## src/hw/arcc_regs.vh

```
`ifndef ARCC_REGS_VH
`define ARCC_REGS_VH
// Register byte addresses
`define ARCC_A_UPLIM 8'h10
`define ARCC_A_GAIN 8'h12
`define ARCC_A_OFFS 8'h14
`define ARCC_A_TRIG 8'h18
`define ARCC_A_DBG 8'h1C
`define ARCC_A_SYNC 8'h20
`define ARCC_A_RES 8'h24
// Own control registers
`define ARCC_A_CFGC 8'h30
`define ARCC_A_AVG 8'h31
`define ARCC_A_LOLIM 8'h32
`define ARCC_A_CTRLA 8'h33
`define ARCC_A_SAMP 8'h34
`define ARCC_A_INSEL 8'h35
`define ARCC_A_STAT 8'h36
// Trigger bits
`define ARCC_TRIG_START 1
`define ARCC_TRIG_FLUSH 0
// Control C fields
`define ARCC_C_LEFT 1
`define ARCC_C_CORR 3
`define ARCC_C_WM_HI 10
`define ARCC_C_WM_LO 8
// Control A bits
`define ARCC_A_SRST_B 0
`define ARCC_A_EN_B 1
// Averaging sample count field
`define ARCC_AVG_N_HI 3
// Sync flag positions
`define ARCC_S_SRST 0
`define ARCC_S_EN 1
`define ARCC_S_INSEL 2
`define ARCC_S_CFGC 3
`define ARCC_S_AVG 4
`define ARCC_S_SAMP 5
`define ARCC_S_LOLIM 6
`define ARCC_S_UPLIM 7
`define ARCC_S_GAIN 8
`define ARCC_S_OFFS 9
`define ARCC_S_TRIG 10
// Timing
`define ARCC_SYNC_CYC 4'h3
`define ARCC_CORR_CYC 5'h0D
`define ARCC_SAMPLE_MAX 11'h400
// Window modes
`define ARCC_WM_OFF 3'h0
`define ARCC_WM_ABOVE 3'h1
`define ARCC_WM_BELOW 3'h2
`define ARCC_WM_IN 3'h3
`define ARCC_WM_OUT 3'h4
`endif

```

## src/hw/arcc_sync_flag.v

```verilog
`timescale 1ns/1ps
`default_nettype none
`include "arcc_regs.vh"
module arcc_sync_flag (
    input wire clk_in,
    input wire rst_n_in,
    input wire start_in,
    output reg busy_out,
    output reg done_out
);
    reg [3:0] cnt_q;
    // Busy window models the bus-to-converter crossing time
    always @(posedge clk_in) begin
        if (!rst_n_in) begin
            cnt_q <= 4'h0;
            busy_out <= 1'b0;
            done_out <= 1'b0;
        end else begin
            done_out <= 1'b0;
            if (start_in) begin
                cnt_q <= `ARCC_SYNC_CYC;
                busy_out <= 1'b1;
            end else if (busy_out) begin
                if (cnt_q == 4'h1) begin
                    busy_out <= 1'b0;
                    done_out <= 1'b1;
                end
                cnt_q <= cnt_q - 4'h1;
            end
        end
    end
endmodule // arcc_sync_flag
`default_nettype wire

```

## src/hw/arcc_corr.v

```verilog
`timescale 1ns/1ps
`default_nettype none
`include "arcc_regs.vh"
module arcc_corr (
    input wire clk_in,
    input wire rst_n_in,
    input wire go_in,
    input wire [15:0] raw_in,
    input wire [11:0] gain_in,
    input wire [11:0] offs_in,
    output reg [15:0] val_out
);
    wire signed [17:0] sub_w;
    wire [29:0] prod_w;
    // Offset subtracted first, then scaled by 1.11 gain
    assign sub_w = $signed({2'b00, raw_in}) - $signed({{6{offs_in[11]}}, offs_in});
    assign prod_w = (sub_w[17] ? 30'h0 : {12'h000, sub_w}) * {18'h0, gain_in};
    // Saturate to 12 bits
    always @(posedge clk_in) begin
        if (!rst_n_in) begin
            val_out <= 16'h0000;
        end else if (go_in) begin
            if (prod_w[29:23] != 7'h00)
                val_out <= 16'h0FFF;
            else
                val_out <= {4'h0, prod_w[22:11]};
        end
    end
endmodule // arcc_corr
`default_nettype wire

```

## src/hw/arcc_top.v

```verilog
// Contract
// - Upper threshold bounds the window compare
// - Gain correction applied when enabled
// - Gain is unsigned 1.11 fixed point
// - Signed offset correction applied when enabled
// - Start begins conversion, cleared on start
// - Repeat start or zero writes ignored
// - Flush aborts conversions, restarts converter
// - Pending request restarts after flush
// - Debug halt stops converter unless overridden
// - Halt override survives soft reset
// - Busy flag spans each register crossing
// - Status bits 10..8 trigger, offset, gain
// - Status bits 7..0 other registers
// - Result is 16 bits, 12 single
// - Left align puts result high
// - Right align into bits 11..0
// - Oversampled sum fills bits 15..0
// - Correction adds 13 converter cycles
// - Window mode 0 off, 1..4, rest reserved
`timescale 1ns/1ps
`default_nettype none
`include "arcc_regs.vh"
module arcc_top (
    input wire clk_in,
    input wire rst_n_in,
    input wire [7:0] addr_in,
    input wire [15:0] wdata_in,
    input wire wr_in,
    input wire rd_in,
    output reg [15:0] rdata_out,
    input wire dbg_halt_in,
    input wire adc_done_in,
    input wire [11:0] adc_data_in,
    output reg adc_start_out,
    output reg adc_flush_out,
    output reg win_hit_out,
    output reg res_ready_out
);
    localparam ST_IDLE = 5'b00001;
    localparam ST_CONV = 5'b00010;
    localparam ST_ACC = 5'b00100;
    localparam ST_CORR = 5'b01000;
    localparam ST_DONE = 5'b10000;

    reg [15:0] uplim_q, lolim_q;
    reg [11:0] gain_q, offs_q;
    reg [15:0] cfgc_q;
    reg [7:0] avg_q, samp_q, insel_q;
    reg enable_q, hovr_q, start_q, pend_q;
    reg trig_start_q, trig_flush_q;
    reg [15:0] result_q;
    reg [4:0] state_q;
    reg [4:0] ccnt_q;
    reg [10:0] scnt_q;
    reg [21:0] acc_q;
    reg [15:0] raw_q;
    reg go_corr_q;
    wire [15:0] corr_w;
    wire [10:0] busy_w;
    wire [10:0] sdone_w;
    wire [10:0] wstart_w;
    wire run_w;
    wire [2:0] wmode_w;

    // Flag-start decode per synchronized register
    function is_wr;
        input [7:0] a;
        input [7:0] b;
        input w;
        is_wr = w && (a == b);
    endfunction

    assign wstart_w[`ARCC_S_SRST] = is_wr(addr_in, `ARCC_A_CTRLA, wr_in)
        && wdata_in[`ARCC_A_SRST_B];
    assign wstart_w[`ARCC_S_EN] = is_wr(addr_in, `ARCC_A_CTRLA, wr_in);
    assign wstart_w[`ARCC_S_INSEL] = is_wr(addr_in, `ARCC_A_INSEL, wr_in);
    assign wstart_w[`ARCC_S_CFGC] = is_wr(addr_in, `ARCC_A_CFGC, wr_in);
    assign wstart_w[`ARCC_S_AVG] = is_wr(addr_in, `ARCC_A_AVG, wr_in);
    assign wstart_w[`ARCC_S_SAMP] = is_wr(addr_in, `ARCC_A_SAMP, wr_in);
    assign wstart_w[`ARCC_S_LOLIM] = is_wr(addr_in, `ARCC_A_LOLIM, wr_in);
    assign wstart_w[`ARCC_S_UPLIM] = is_wr(addr_in, `ARCC_A_UPLIM, wr_in);
    assign wstart_w[`ARCC_S_GAIN] = is_wr(addr_in, `ARCC_A_GAIN, wr_in);
    assign wstart_w[`ARCC_S_OFFS] = is_wr(addr_in, `ARCC_A_OFFS, wr_in);
    assign wstart_w[`ARCC_S_TRIG] = is_wr(addr_in, `ARCC_A_TRIG, wr_in)
        && (wdata_in[`ARCC_TRIG_START] || wdata_in[`ARCC_TRIG_FLUSH]);

    // One busy tracker per register crossing
    genvar gi;
    generate
        for (gi = 0; gi < 11; gi = gi + 1) begin : g_sync
            arcc_sync_flag u_flag (
                .clk_in(clk_in),
                .rst_n_in(rst_n_in),
                .start_in(wstart_w[gi]),
                .busy_out(busy_w[gi]),
                .done_out(sdone_w[gi])
            );
        end
    endgenerate

    arcc_corr u_corr (
        .clk_in(clk_in),
        .rst_n_in(rst_n_in),
        .go_in(go_corr_q),
        .raw_in(raw_q),
        .gain_in(gain_q),
        .offs_in(offs_q),
        .val_out(corr_w)
    );

    // Converter runs while enabled, unless halted by the debugger without override
    assign run_w = enable_q && (hovr_q || !dbg_halt_in);
    assign wmode_w = cfgc_q[`ARCC_C_WM_HI:`ARCC_C_WM_LO];

    // Control registers; soft reset clears all but the halt override
    always @(posedge clk_in) begin
        if (!rst_n_in) begin
            uplim_q <= 16'h0000;
            lolim_q <= 16'h0000;
            gain_q <= 12'h000;
            offs_q <= 12'h000;
            cfgc_q <= 16'h0000;
            avg_q <= 8'h00;
            samp_q <= 8'h00;
            insel_q <= 8'h00;
            enable_q <= 1'b0;
            hovr_q <= 1'b0;
        end else if (sdone_w[`ARCC_S_SRST]) begin
            uplim_q <= 16'h0000;
            lolim_q <= 16'h0000;
            gain_q <= 12'h000;
            offs_q <= 12'h000;
            cfgc_q <= 16'h0000;
            avg_q <= 8'h00;
            samp_q <= 8'h00;
            insel_q <= 8'h00;
            enable_q <= 1'b0; // (hovr_q kept)
        end else if (wr_in) begin
            case (addr_in)
                `ARCC_A_UPLIM: uplim_q <= wdata_in;
                `ARCC_A_LOLIM: lolim_q <= wdata_in;
                `ARCC_A_GAIN: gain_q <= wdata_in[11:0];
                `ARCC_A_OFFS: offs_q <= wdata_in[11:0];
                `ARCC_A_CFGC: cfgc_q <= wdata_in;
                `ARCC_A_AVG: avg_q <= wdata_in[7:0];
                `ARCC_A_SAMP: samp_q <= wdata_in[7:0];
                `ARCC_A_INSEL: insel_q <= wdata_in[7:0];
                `ARCC_A_CTRLA: enable_q <= wdata_in[`ARCC_A_EN_B];
                `ARCC_A_DBG: hovr_q <= wdata_in[0];
                default: ;
            endcase
        end
    end

    // Conversion sequencer
    always @(posedge clk_in) begin
        if (!rst_n_in || sdone_w[`ARCC_S_SRST]) begin
            state_q <= ST_IDLE;
            start_q <= 1'b0;
            pend_q <= 1'b0;
            ccnt_q <= 5'h00;
            scnt_q <= 11'h000;
            acc_q <= 22'h000000;
            raw_q <= 16'h0000;
            go_corr_q <= 1'b0;
            result_q <= 16'h0000;
            adc_start_out <= 1'b0;
            adc_flush_out <= 1'b0;
            win_hit_out <= 1'b0;
            res_ready_out <= 1'b0;
        end else begin
            adc_start_out <= 1'b0;
            adc_flush_out <= 1'b0;
            res_ready_out <= 1'b0;
            go_corr_q <= 1'b0;
            // Start accepted only once crossing done; repeat start ignored
            if (sdone_w[`ARCC_S_TRIG] && !start_q && trig_start_q)
                start_q <= 1'b1;
            if (sdone_w[`ARCC_S_TRIG] && trig_flush_q) begin
                // Abort and drop in-flight data, remember request
                adc_flush_out <= 1'b1;
                pend_q <= (state_q != ST_IDLE) || start_q;
                state_q <= ST_IDLE;
                acc_q <= 22'h000000;
            end else begin
                case (state_q)
                    ST_IDLE: begin
                        if (run_w && (start_q || pend_q)) begin
                            adc_start_out <= 1'b1;
                            start_q <= 1'b0;
                            pend_q <= 1'b0;
                            scnt_q <= 11'h001 << avg_q[`ARCC_AVG_N_HI:0];
                            acc_q <= 22'h000000;
                            state_q <= ST_CONV;
                        end
                    end
                    ST_CONV: begin
                        if (run_w && adc_done_in) begin
                            acc_q <= acc_q + {10'h000, adc_data_in};
                            state_q <= ST_ACC;
                        end
                    end
                    ST_ACC: begin
                        if (scnt_q > 11'h001) begin
                            scnt_q <= scnt_q - 11'h001;
                            adc_start_out <= 1'b1;
                            state_q <= ST_CONV;
                        end else begin
                            // Sum scaled down by adjust field
                            raw_q <= acc_sh(acc_q, avg_q[6:4]);
                            ccnt_q <= `ARCC_CORR_CYC;
                            go_corr_q <= cfgc_q[`ARCC_C_CORR];
                            state_q <= cfgc_q[`ARCC_C_CORR] ? ST_CORR
                                : ST_DONE;
                        end
                    end
                    ST_CORR: begin
                        // Correction stretches the conversion
                        if (run_w) begin
                            ccnt_q <= ccnt_q - 5'h01;
                            if (ccnt_q == 5'h01)
                                state_q <= ST_DONE;
                        end
                    end
                    ST_DONE: begin
                        // Publish only the finished value
                        result_q <= fmt(cfgc_q[`ARCC_C_CORR] ? corr_w
                            : raw_q);
                        win_hit_out <= win(cfgc_q[`ARCC_C_CORR] ? corr_w
                            : raw_q);
                        res_ready_out <= 1'b1;
                        state_q <= ST_IDLE;
                    end
                    default: state_q <= ST_IDLE;
                endcase
            end
        end
    end

    // Captured trigger bits for the crossing
    always @(posedge clk_in) begin
        if (!rst_n_in) begin
            trig_start_q <= 1'b0;
            trig_flush_q <= 1'b0;
        end else if (wstart_w[`ARCC_S_TRIG]) begin
            trig_start_q <= wdata_in[`ARCC_TRIG_START];
            trig_flush_q <= wdata_in[`ARCC_TRIG_FLUSH];
        end
    end

    // Shift the oversampled sum right by the adjust field
    function [15:0] acc_sh;
        input [21:0] a;
        input [2:0] s;
        reg [21:0] t;
        begin
            t = a >> s;
            acc_sh = (t[21:16] != 6'h00) ? 16'hFFFF : t[15:0];
        end
    endfunction

    // Alignment; one sample is a 12-bit value
    function [15:0] fmt;
        input [15:0] v;
        begin
            if (avg_q[`ARCC_AVG_N_HI:0] != 4'h0)
                fmt = v;
            else if (cfgc_q[`ARCC_C_LEFT])
                fmt = {v[11:0], 4'h0};
            else
                fmt = {4'h0, v[11:0]};
        end
    endfunction

    // Window compare
    function win;
        input [15:0] v;
        begin
            case (wmode_w)
                `ARCC_WM_ABOVE: win = v > lolim_q;
                `ARCC_WM_BELOW: win = v < uplim_q;
                `ARCC_WM_IN: win = (v > lolim_q) && (v < uplim_q);
                `ARCC_WM_OUT: win = (v < lolim_q) || (v > uplim_q);
                default: win = 1'b0;
            endcase
        end
    endfunction

    // Read port, data valid the cycle after the strobe
    always @(posedge clk_in) begin
        if (!rst_n_in) begin
            rdata_out <= 16'h0000;
        end else if (rd_in) begin
            case (addr_in)
                `ARCC_A_UPLIM: rdata_out <= uplim_q;
                `ARCC_A_LOLIM: rdata_out <= lolim_q;
                `ARCC_A_GAIN: rdata_out <= {4'h0, gain_q};
                `ARCC_A_OFFS: rdata_out <= {4'h0, offs_q};
                `ARCC_A_CFGC: rdata_out <= cfgc_q;
                `ARCC_A_AVG: rdata_out <= {8'h00, avg_q};
                `ARCC_A_SAMP: rdata_out <= {8'h00, samp_q};
                `ARCC_A_INSEL: rdata_out <= {8'h00, insel_q};
                `ARCC_A_CTRLA: rdata_out <= {14'h0000, enable_q, 1'b0};
                `ARCC_A_DBG: rdata_out <= {15'h0000, hovr_q};
                `ARCC_A_SYNC: rdata_out <= {5'h00, busy_w};
                `ARCC_A_RES: rdata_out <= result_q;
                `ARCC_A_STAT: rdata_out <= {11'h000, state_q};
                default: rdata_out <= 16'h0000; // Trigger is write-only
            endcase
        end else begin
            rdata_out <= 16'h0000;
        end
    end
endmodule // arcc_top
`default_nettype wire

```

## config.mk

```make
export PLATFORM = sky130hd
export DESIGN_NAME = arcc_top
export DESIGN_NICKNAME = d
export VERILOG_FILES = /design/src/hw/arcc_sync_flag.v /design/src/hw/arcc_corr.v /design/src/hw/arcc_top.v
export VERILOG_INCLUDE_DIRS = /design/src /design/src/hw
export SDC_FILE = /design/constraint.sdc
export NUM_CORES = 1
export LEC_CHECK = 0
export BUFFER_PORTS_ARGS = -buffer_cell sky130_fd_sc_hd__buf_2
export CAP_MARGIN = 10
export CORE_MARGIN = 2
export CORE_UTILIZATION = 50
export CTS_CLUSTER_SIZE = 40
export DETAILED_ROUTE_END_ITERATION = 6
export PLACE_DENSITY = 0.73
export SYNTH_ARGS = -nofsm -noshare
export SYNTH_HDL_FRONTEND = slang
export SYNTH_HIERARCHICAL = 1
export SYNTH_SLANG_ARGS = --single-unit
```

## constraint.sdc

```tcl
create_clock -name clk_in -period 7.9 [get_ports clk_in]
set_clock_uncertainty 0.05 [all_clocks]
set_input_delay 0.395 -clock clk_in [delete_from_list [all_inputs] [get_ports clk_in]]
set_output_delay 0.395 -clock clk_in [all_outputs]
set_load 0.1 [all_outputs]
```

# After elaboration in Yosys (flattened, before gate mapping)
# Index checks and enable logic that the tools add are counted.
# totals
ff_bits	271
input_bits	42
output_inout_bits	20
elab_cells	308
# classes
n_mux	93
bitwise	7
order_cmp	5
reduce_logical	81
multipliers	1
addsub	15
n_eq_ne	42
shift	2
# op_table
operator	count
$pmux W16 S13	1
$eq A8 B6 Y1 const B	9
$mux W16	4
$mux W1	46
$eq A4 B1 Y1 const B	11
$mux W2	22
$mux W22	2
$pmux W22 S2	1
$sub A4 B1 Y4 const B	11
$eq A8 B5 Y1 const B	5
$mux W5	8
$gt A16 B16 Y1	2
$lt A16 B16 Y1	2
$reduce_bool A2 Y1	16
$mul A30 B12 Y30	1
$reduce_or A2 Y1	13
$reduce_and A2 Y1	12
$add A22 B12 Y22	1
$mux W11	2
$pmux W11 S2	1
$shr A22 B3 Y22	1
$pmux W5 S4	1
$logic_and A1 B1 Y1	19
$sub A17 B12 Y18	1
other kinds (29)	54

# Longest topological paths before layout
# Gate-level depths: netlist of run 1.
# logic_depth
word_depth	7
ltp_mapped	35
mapped_depth_nobuf	32

# By module
# The synthesis of run 1 kept the hierarchy.
# by_module_without_submodules
module	area_per_inst_um2	cells_each	seq_area_each_um2	n_inst
arcc_top	10722.8	1369	3963.8	1
arcc_corr	8667.1	1074	240.2	1
arcc_sync_flag	294.0	28	120.1	11

# Worst setup path before layout of run 1
# OpenSTA, ideal clock, no wires.
# synth_path
path_kind	register to register
start	reg offs_q[11]
end	reg u_corr.val_out[1]
period_less_slack_ns	7.846
path_buffers	5
t_arrival_ns	7.668
setup_ns	0.128
stages_incl_launch_ff	34
t_required_ns	7.722
slack_ns	0.054
path_cell_list	dfxtp_1 > buf_2 > inv_1 > ha_1 > nand2_1 > a21oi_1 > a221o_1 > or3_1 > nand3_1 > clkbuf_1 > nor3_1 > clkbuf_1 > and2_1 > fa_1 > inv_1 > fa_1 > inv_1 > fa_1 > fa_1 > inv_1 > fa_1 > inv_1 > ha_1 > clkbuf_1 > nand4_1 > nor2_1 > a211o_1 > a21oi_1 > o31a_1 > and3b_1 > o21ai_0 > a2111oi_4 > buf_6 > a31oi_2
# synth_via
elab_chain_cells	5
# synth_rtl
element	line	rtl
start, declared	arcc_top.v:47	reg [11:0] gain_q, offs_q;
start signal, assigned	arcc_top.v:144	`ARCC_A_OFFS: offs_q <= wdata_in[11:0];
$sub A17 B12 Y18 *	arcc_corr.v:16	assign sub_w = $signed({2'b00, raw_in}) - $signed({{6{offs_in[11]}}, offs_in});
$mux W17 *	arcc_corr.v:17	assign prod_w = (sub_w[17] ? 30'h0 : {12'h000, sub_w}) * {18'h0, gain_in};
$mul A30 B12 Y30 *	arcc_corr.v:17	
$reduce_bool A7 Y1	arcc_corr.v:23	if (prod_w[29:23] != 7'h00)
$mux W12 *	arcc_corr.v:23	
end signal, assigned	arcc_corr.v:26	val_out <= {4'h0, prod_w[22:11]};
end, declared	arcc_corr.v:11	output reg [15:0] val_out
# Every way passes the cells marked *; elsewhere a longest branch is shown, timed or not.
# A chain may end at the register's enable or synchronous reset.

# Worst setup path in the final report of run 1
# layout_path
start	reg offs_q[6]
end	reg u_corr.val_out[3]
# The elaborated chain is that of the path after synthesis.

==> run_results.csv, run 1 <==
group,metric,value,unit
worst_setup_path,end_kind,"flip-flop",
sta,fin_crit,7.89,ns
yosys,ys.warnings.count,6,
job,drv_cap,0,
clock_tree,cts.path.max_buffers,3,
grt,gr-total-overflow,0,
clock_tree,root_buffer,"clkbuf_16",
die,dieArea,0.0464,mm2
worst_setup_path,crit_top_cell,"fa_1",
status,violations,"DRC",
power,peakVddDrop,187,uV
die,dieWidth,215,um
place,place.gp.congestion,1.00,
sta,hold_viol,0,
final_layout,final_util,0.586,
sta,relSlewSlack,0.220,
power,total_power,0.00280,W
final_layout,synthToLayoutAreaGrowth,15.8,%
yosys,avgSynthCellArea,8.18,um2
status,outcome,"finished with violations",
power,p_leak,10.8,nW
worst_setup_path,slowest_stage,"fa_1",
final_layout,final_nets,3210,
worst_hold_path,hold_path.class,"in -> reg",
die,pin_count,62,
grt,track_usage,0.282,
routing,drcViolationCount,1,
worst_setup_path,critPathKind,"reg -> reg",
clock_tree,insertion_delay,0.56,ns
routing,first_pass_iters,7,
place,place_hpwl,49500,um
routing,wl_per_cell,19.6,um
grt,grt_max_degree,76,
clock_tree,numCtsBuffers,27,
worst_setup_path,crit_arrival,8.33,ns
routing,final_antenna_net_count,0,
sta,fmax,127,MHz
worst_setup_path,cpPeakStageDelay,0.56,ns
sta,fin_crit_sh,0.999,
routing,avgViaCountPerCell,5.95,
worst_setup_path,crit_fanout,8,
clock_tree,clkSlewWorstSetupHoldPaths,0.06,ns
die,die_y,215,um
sta,tightestPinTransition,1.16,ns
worst_setup_path,start_kind,"flip-flop",
sta,maxSlewViolCount,0,
yosys,synthCells,2733,
clock_tree,htree_levels,1,
die,start_util,0.506,
sta,holdWs,0.0590,ns
place,port-buffer-count,61,
die,rows,77,
grt,grt_pass1_vias,20000,
grt,antenna_found_initial,0,
final_layout,fin_area,0.0259,mm2
yosys,syn_area,0.0223,mm2
routing,drt_first_iter_violations,1941,
sta,rsz0062_at_grt,"true",
grt,grt_pass1_wl,106000,um
sta,setup_viol,0,
worst_setup_path,critPathRequiredTime,8.34,ns
place,post_dp_cell_area,0.0237,mm2
die,core,0.0441,mm2
routing,vias,20700,
routing,totalWireLength,68200,um
final_layout,drive_above_1_share,0.178,
power,power.density,108,mW/mm2
clock_tree,cts.sinks,267,
clock_tree,cts_tree,"built",
final_layout,num_antenna_cells,0,
-- stage by stage --
step / setup TNS [ns] / setup slack [ns] / cells
after global routing: -2.44 / -0.234 / 3476
after floorplan: 0 / 0.0540 / 2736
after CTS: 0 / 0.00328 / 3430
final: 0 / 0.0105 / 3476
after global placement: 0 / 0.0662 / 3360
after detailed placement: -1.42 / -0.134 / 3360
-- area by class of cell --
type / count / area (um2)
sequential: 267 / 5370
clock inverter: 14 / 183
inverter: 286 / 1070
timing repair buffer: 241 / 1740
tap: 592 / 741
multi-input combinational: 2044 / 16000
clock buffer: 32 / 724
fill: 3880 / 18200
-- path summary, 6_finish.rpt --
check	from	endpoint	slack [ns]	depth (start not counted)
max	offs_q[6]$_SDFFE_PP0P_	u_corr/val_out[3]$_SDFFE_PN0P_	0.01	32
min	wdata_in[13]	uplim_q[13]$_SDFFE_PP0P_	0.06	3
max reg2reg	offs_q[6]$_SDFFE_PP0P_	u_corr/val_out[3]$_SDFFE_PN0P_	0.01	32
min reg2reg	cfgc_q[4]$_SDFFE_PP0P_	cfgc_q[4]$_SDFFE_PP0P_	0.40	2
-- layout by cell type (no fill, tap or decap), types with 22 or more instances in the layout --
master and instances:
nand2_1 414, inv_1 268, dfxtp_1 254, a21oi_1 232
buf_4 165, nor2_1 152, fa_1 147, ha_1 129
o21ai_0 105, and2_1 72, mux2i_1 66, buf_2 63
nor2b_1 46, nand3_1 45, nor3_1 35, nand3b_1 30
clkbuf_16 28, mux2_2 27, a22oi_1 23, a31oi_1 23
a21o_1 22, xor2_1 22
-- repair_timing --
item | 4_1_cts | 5_1_grt
cloned | 3 | 2
setup buffers | 21 | 46
hold buffers | 0 | 0
endpoints found under the setup margin | 12 | 12
pin swaps | 18 | 92
gates resized for setup | 29 | 133
-- per-layer routing --
| layer | global-route usage | share of wire | vias to the layer above |
|---|---|---|---|
| met1 | 0.354 | 0.39 | 9905 |
| li1 | - | - | 9569 |
| met4 | 0.131 | 0.053 | 0 |
| met2 | 0.485 | 0.48 | 951 |
| met3 | 0.0340 | 0.075 | 256 |
| met5 | 0 | 0 | - |
-- registers in the layout, indices dropped and copies added, names as in the netlist, 11 cells and up --
signal,flops
u_corr/val_out,12
raw_q,16
offs_q,12
g_sync.u_flag/cnt_q,44
result_q,16
gain_q,12
rdata_out,16
scnt_q,11
g_sync.u_flag/busy_out,11
cfgc_q,16
uplim_q,16
lolim_q,16
acc_q,22
-- critical path, delay by kind of cell, from the launching register on --
family | cells | cell delay [ns]
adder cells (fa/ha/maj) | 7 | 3.14
AO/OA/AOI/OAI | 7 | 1.55
buffers and inverters | 10 | 1.13
flip-flops | 1 | 0.34
AND/OR/NAND/NOR | 8 | 1.60
-- power breakdown --
group          internal [W]  total, W  switching (W)
clock network      0.000782   0.00134       0.000560
logic             0.0000354  0.000114      0.0000782
registers           0.00135   0.00135     0.00000211
total               0.00216   0.00280       0.000640
Note: power is estimated with default switching activity, not from simulation.
==> inputs of run 2 (changes only) <==
Settings changed: SETUP_SLACK_MARGIN from default to 0.1.
==> run_results.csv, run 2 (same netlist as run 1, synthesis figures left out) <==
group,metric,value,unit
die,dieArea,0.0464,mm2
routing,vias,20500,
place,place_hpwl,49400,um
status,outcome,"finished, final reports clean",
worst_setup_path,crit_arrival,8.23,ns
clock_tree,numCtsBuffers,27,
clock_tree,htree_levels,1,
grt,grt_max_degree,70,
job,drv_cap,0,
final_layout,synthToLayoutAreaGrowth,16.4,%
grt,antenna_found_initial,0,
worst_setup_path,end_kind,"flip-flop",
worst_setup_path,crit_fanout,6,
worst_hold_path,hold_path.class,"in -> reg",
sta,setup_viol,0,
die,rows,77,
final_layout,largest_register_ffs,44,
power,power.density,106,mW/mm2
clock_tree,clkSlewWorstSetupHoldPaths,0.06,ns
routing,drt_first_iter_violations,1978,
power,peakVddDrop,163,uV
grt,gr-total-overflow,0,
worst_setup_path,regToRegSetupSlack,0.07,ns
grt,grt_pass1_vias,20000,
sta,fin_crit,7.83,ns
final_layout,top_register,"g_sync.u_flag/cnt_q",
worst_setup_path,critPathRequiredTime,8.30,ns
final_layout,layout_commonest_cell,"nand2_1",
final_layout,final_util,0.589,
worst_setup_path,timing.rr.end,"u_corr/val_out[8]$_SDFFE_PN0P_",
final_layout,n_fill_cell,3827,
worst_hold_path,min_from,"wdata_in[12]",
worst_setup_path,start_kind,"flip-flop",
routing,totalWireLength,67800,um
die,start_util,0.506,
power,total_power,0.00275,W
final_layout,final_nets,3193,
clock_tree,root_buffer,"clkbuf_16",
worst_setup_path,cpPeakStageDelay,0.55,ns
routing,first_pass_iters,6,
clock_tree,hold_buffers,0,
die,pin_count,62,
place,place.gp.congestion,0.996,
routing,avgViaCountPerCell,5.93,
clock_tree,cts.path.max_buffers,3,
routing,wl_per_cell,19.6,um
worst_hold_path,min_path_cells,3,
sta,holdWs,0.0575,ns
worst_setup_path,reg2reg_depth,34,
final_layout,drive_above_1_share,0.184,
sta,tightestPinTransition,1.10,ns
die,dieWidth,215,um
die,die_y,215,um
final_layout,final_cell_mix,"nand2_1 (414), inv_1 (265), dfxtp_1 (256)",
die,core,0.0441,mm2
worst_setup_path,crit_top_cell,"fa_1",
final_layout,reg_top3,"g_sync.u_flag/cnt_q (44), acc_q (22)",
worst_setup_path,critPathKind,"reg -> reg",
clock_tree,cts.sinks,267,
sta,hold_viol,0,
routing,drcViolationCount,0,
worst_setup_path,worstReg2RegStart,"raw_q[0]$_SDFFE_PP0P_",
worst_hold_path,min_to,"uplim_q[12]$_SDFFE_PP0P_",
sta,rsz0062_at_grt,"true",
routing,final_antenna_net_count,0,
grt,track_usage,0.278,
sta,maxSlewViolCount,0,
worst_setup_path,slowest_stage,"fa_1",
sta,fin_crit_sh,0.991,
sta,fmax,128,MHz
place,port-buffer-count,61,
power,p_leak,10.7,nW
clock_tree,cts_tree,"built",
grt,grt_pass1_wl,105000,um
sta,relSlewSlack,0.262,
clock_tree,insertion_delay,0.58,ns
-- run 2: where the power goes --
part / leakage [nW] / internal (W) / switching [W]
sequential: 2.16 / 0.00135 / 0.00000219
combinational: 8.10 / 0.0000368 / 0.0000773
clock: 0.445 / 0.000733 / 0.000559
-- run 2: worst max path at each step --
stage,startpoint,endpoint,slack (ns),depth (start not counted)
6_report,raw_q[0]$_SDFFE_PP0P_,u_corr/val_out[8]$_SDFFE_PN0P_,0.07,34
5_1_grt,offs_q[2]$_SDFFE_PP0P_,u_corr/val_out[9]$_SDFFE_PN0P_,-0.11,33
4_1_cts,raw_q[0]$_SDFFE_PP0P_,u_corr/val_out[6]$_SDFFE_PN0P_,0.10,32
3_5_place_dp,offs_q[1]$_SDFFE_PP0P_,u_corr/val_out[9]$_SDFFE_PN0P_,-0.12,31
3_3_place_gp,offs_q[1]$_SDFFE_PP0P_,u_corr/val_out[1]$_SDFFE_PN0P_,0.09,31
2_1_floorplan,offs_q[11]$_SDFFE_PP0P_,u_corr/val_out[1]$_SDFFE_PN0P_,0.17,33
-- run 2: area by class of cell --
cell class	count	area [um2]	area share
multi-input cells	2044	16200	0.622
flip-flops and latches	267	5370	0.206
repair buffers	224	1740	0.0668
inverters	286	1070	0.0413
clock buffers	39	791	0.0304
well taps	592	741	0.0285
clock inverters	11	105	0.00404
diodes	1	2.50	0.0000962
-- run 2: critical path, delay by kind of cell (launching register included) --
kind                     cells  cell delay [ns]
AO/OA/AOI/OAI               13             2.27
buffers and inverters        9             1.08
AND/OR/NAND/NOR              4             0.74
adder cells (fa/ha/maj)      8             3.23
flip-flops                   1             0.33
-- run 2: repair_timing --
action | 4_1_cts | 5_1_grt
setup endpoints to repair | 12 | 12
buffers inserted | 21 | 32
pin swaps | 25 | 115
gates cloned | 1 | 1
resized for setup | 70 | 134
-- run 2: layer usage --
metal / vias up / track usage / routed length [um]
met4: 0 / 0.112 / 3030
li1: 9552 / - / -
met1: 9947 / 0.350 / 26700
met3: 209 / 0.0361 / 4870
met5: - / 0 / 0
met2: 839 / 0.484 / 33100
-- run 2: metrics by stage --
stage	setup slack [ns]	instances	TNS, ns	cell area [um2]
2_1_floorplan	0.172	2736	0	22400
3_3_place_gp	0.0858	3359	0	23700
3_5_place_dp	-0.121	3359	-1.29	23700
4_1_cts	0.102	3430	0	25100
5_1_grt	-0.112	3463	-1.24	26000
6_report	0.0717	3464	0	26000
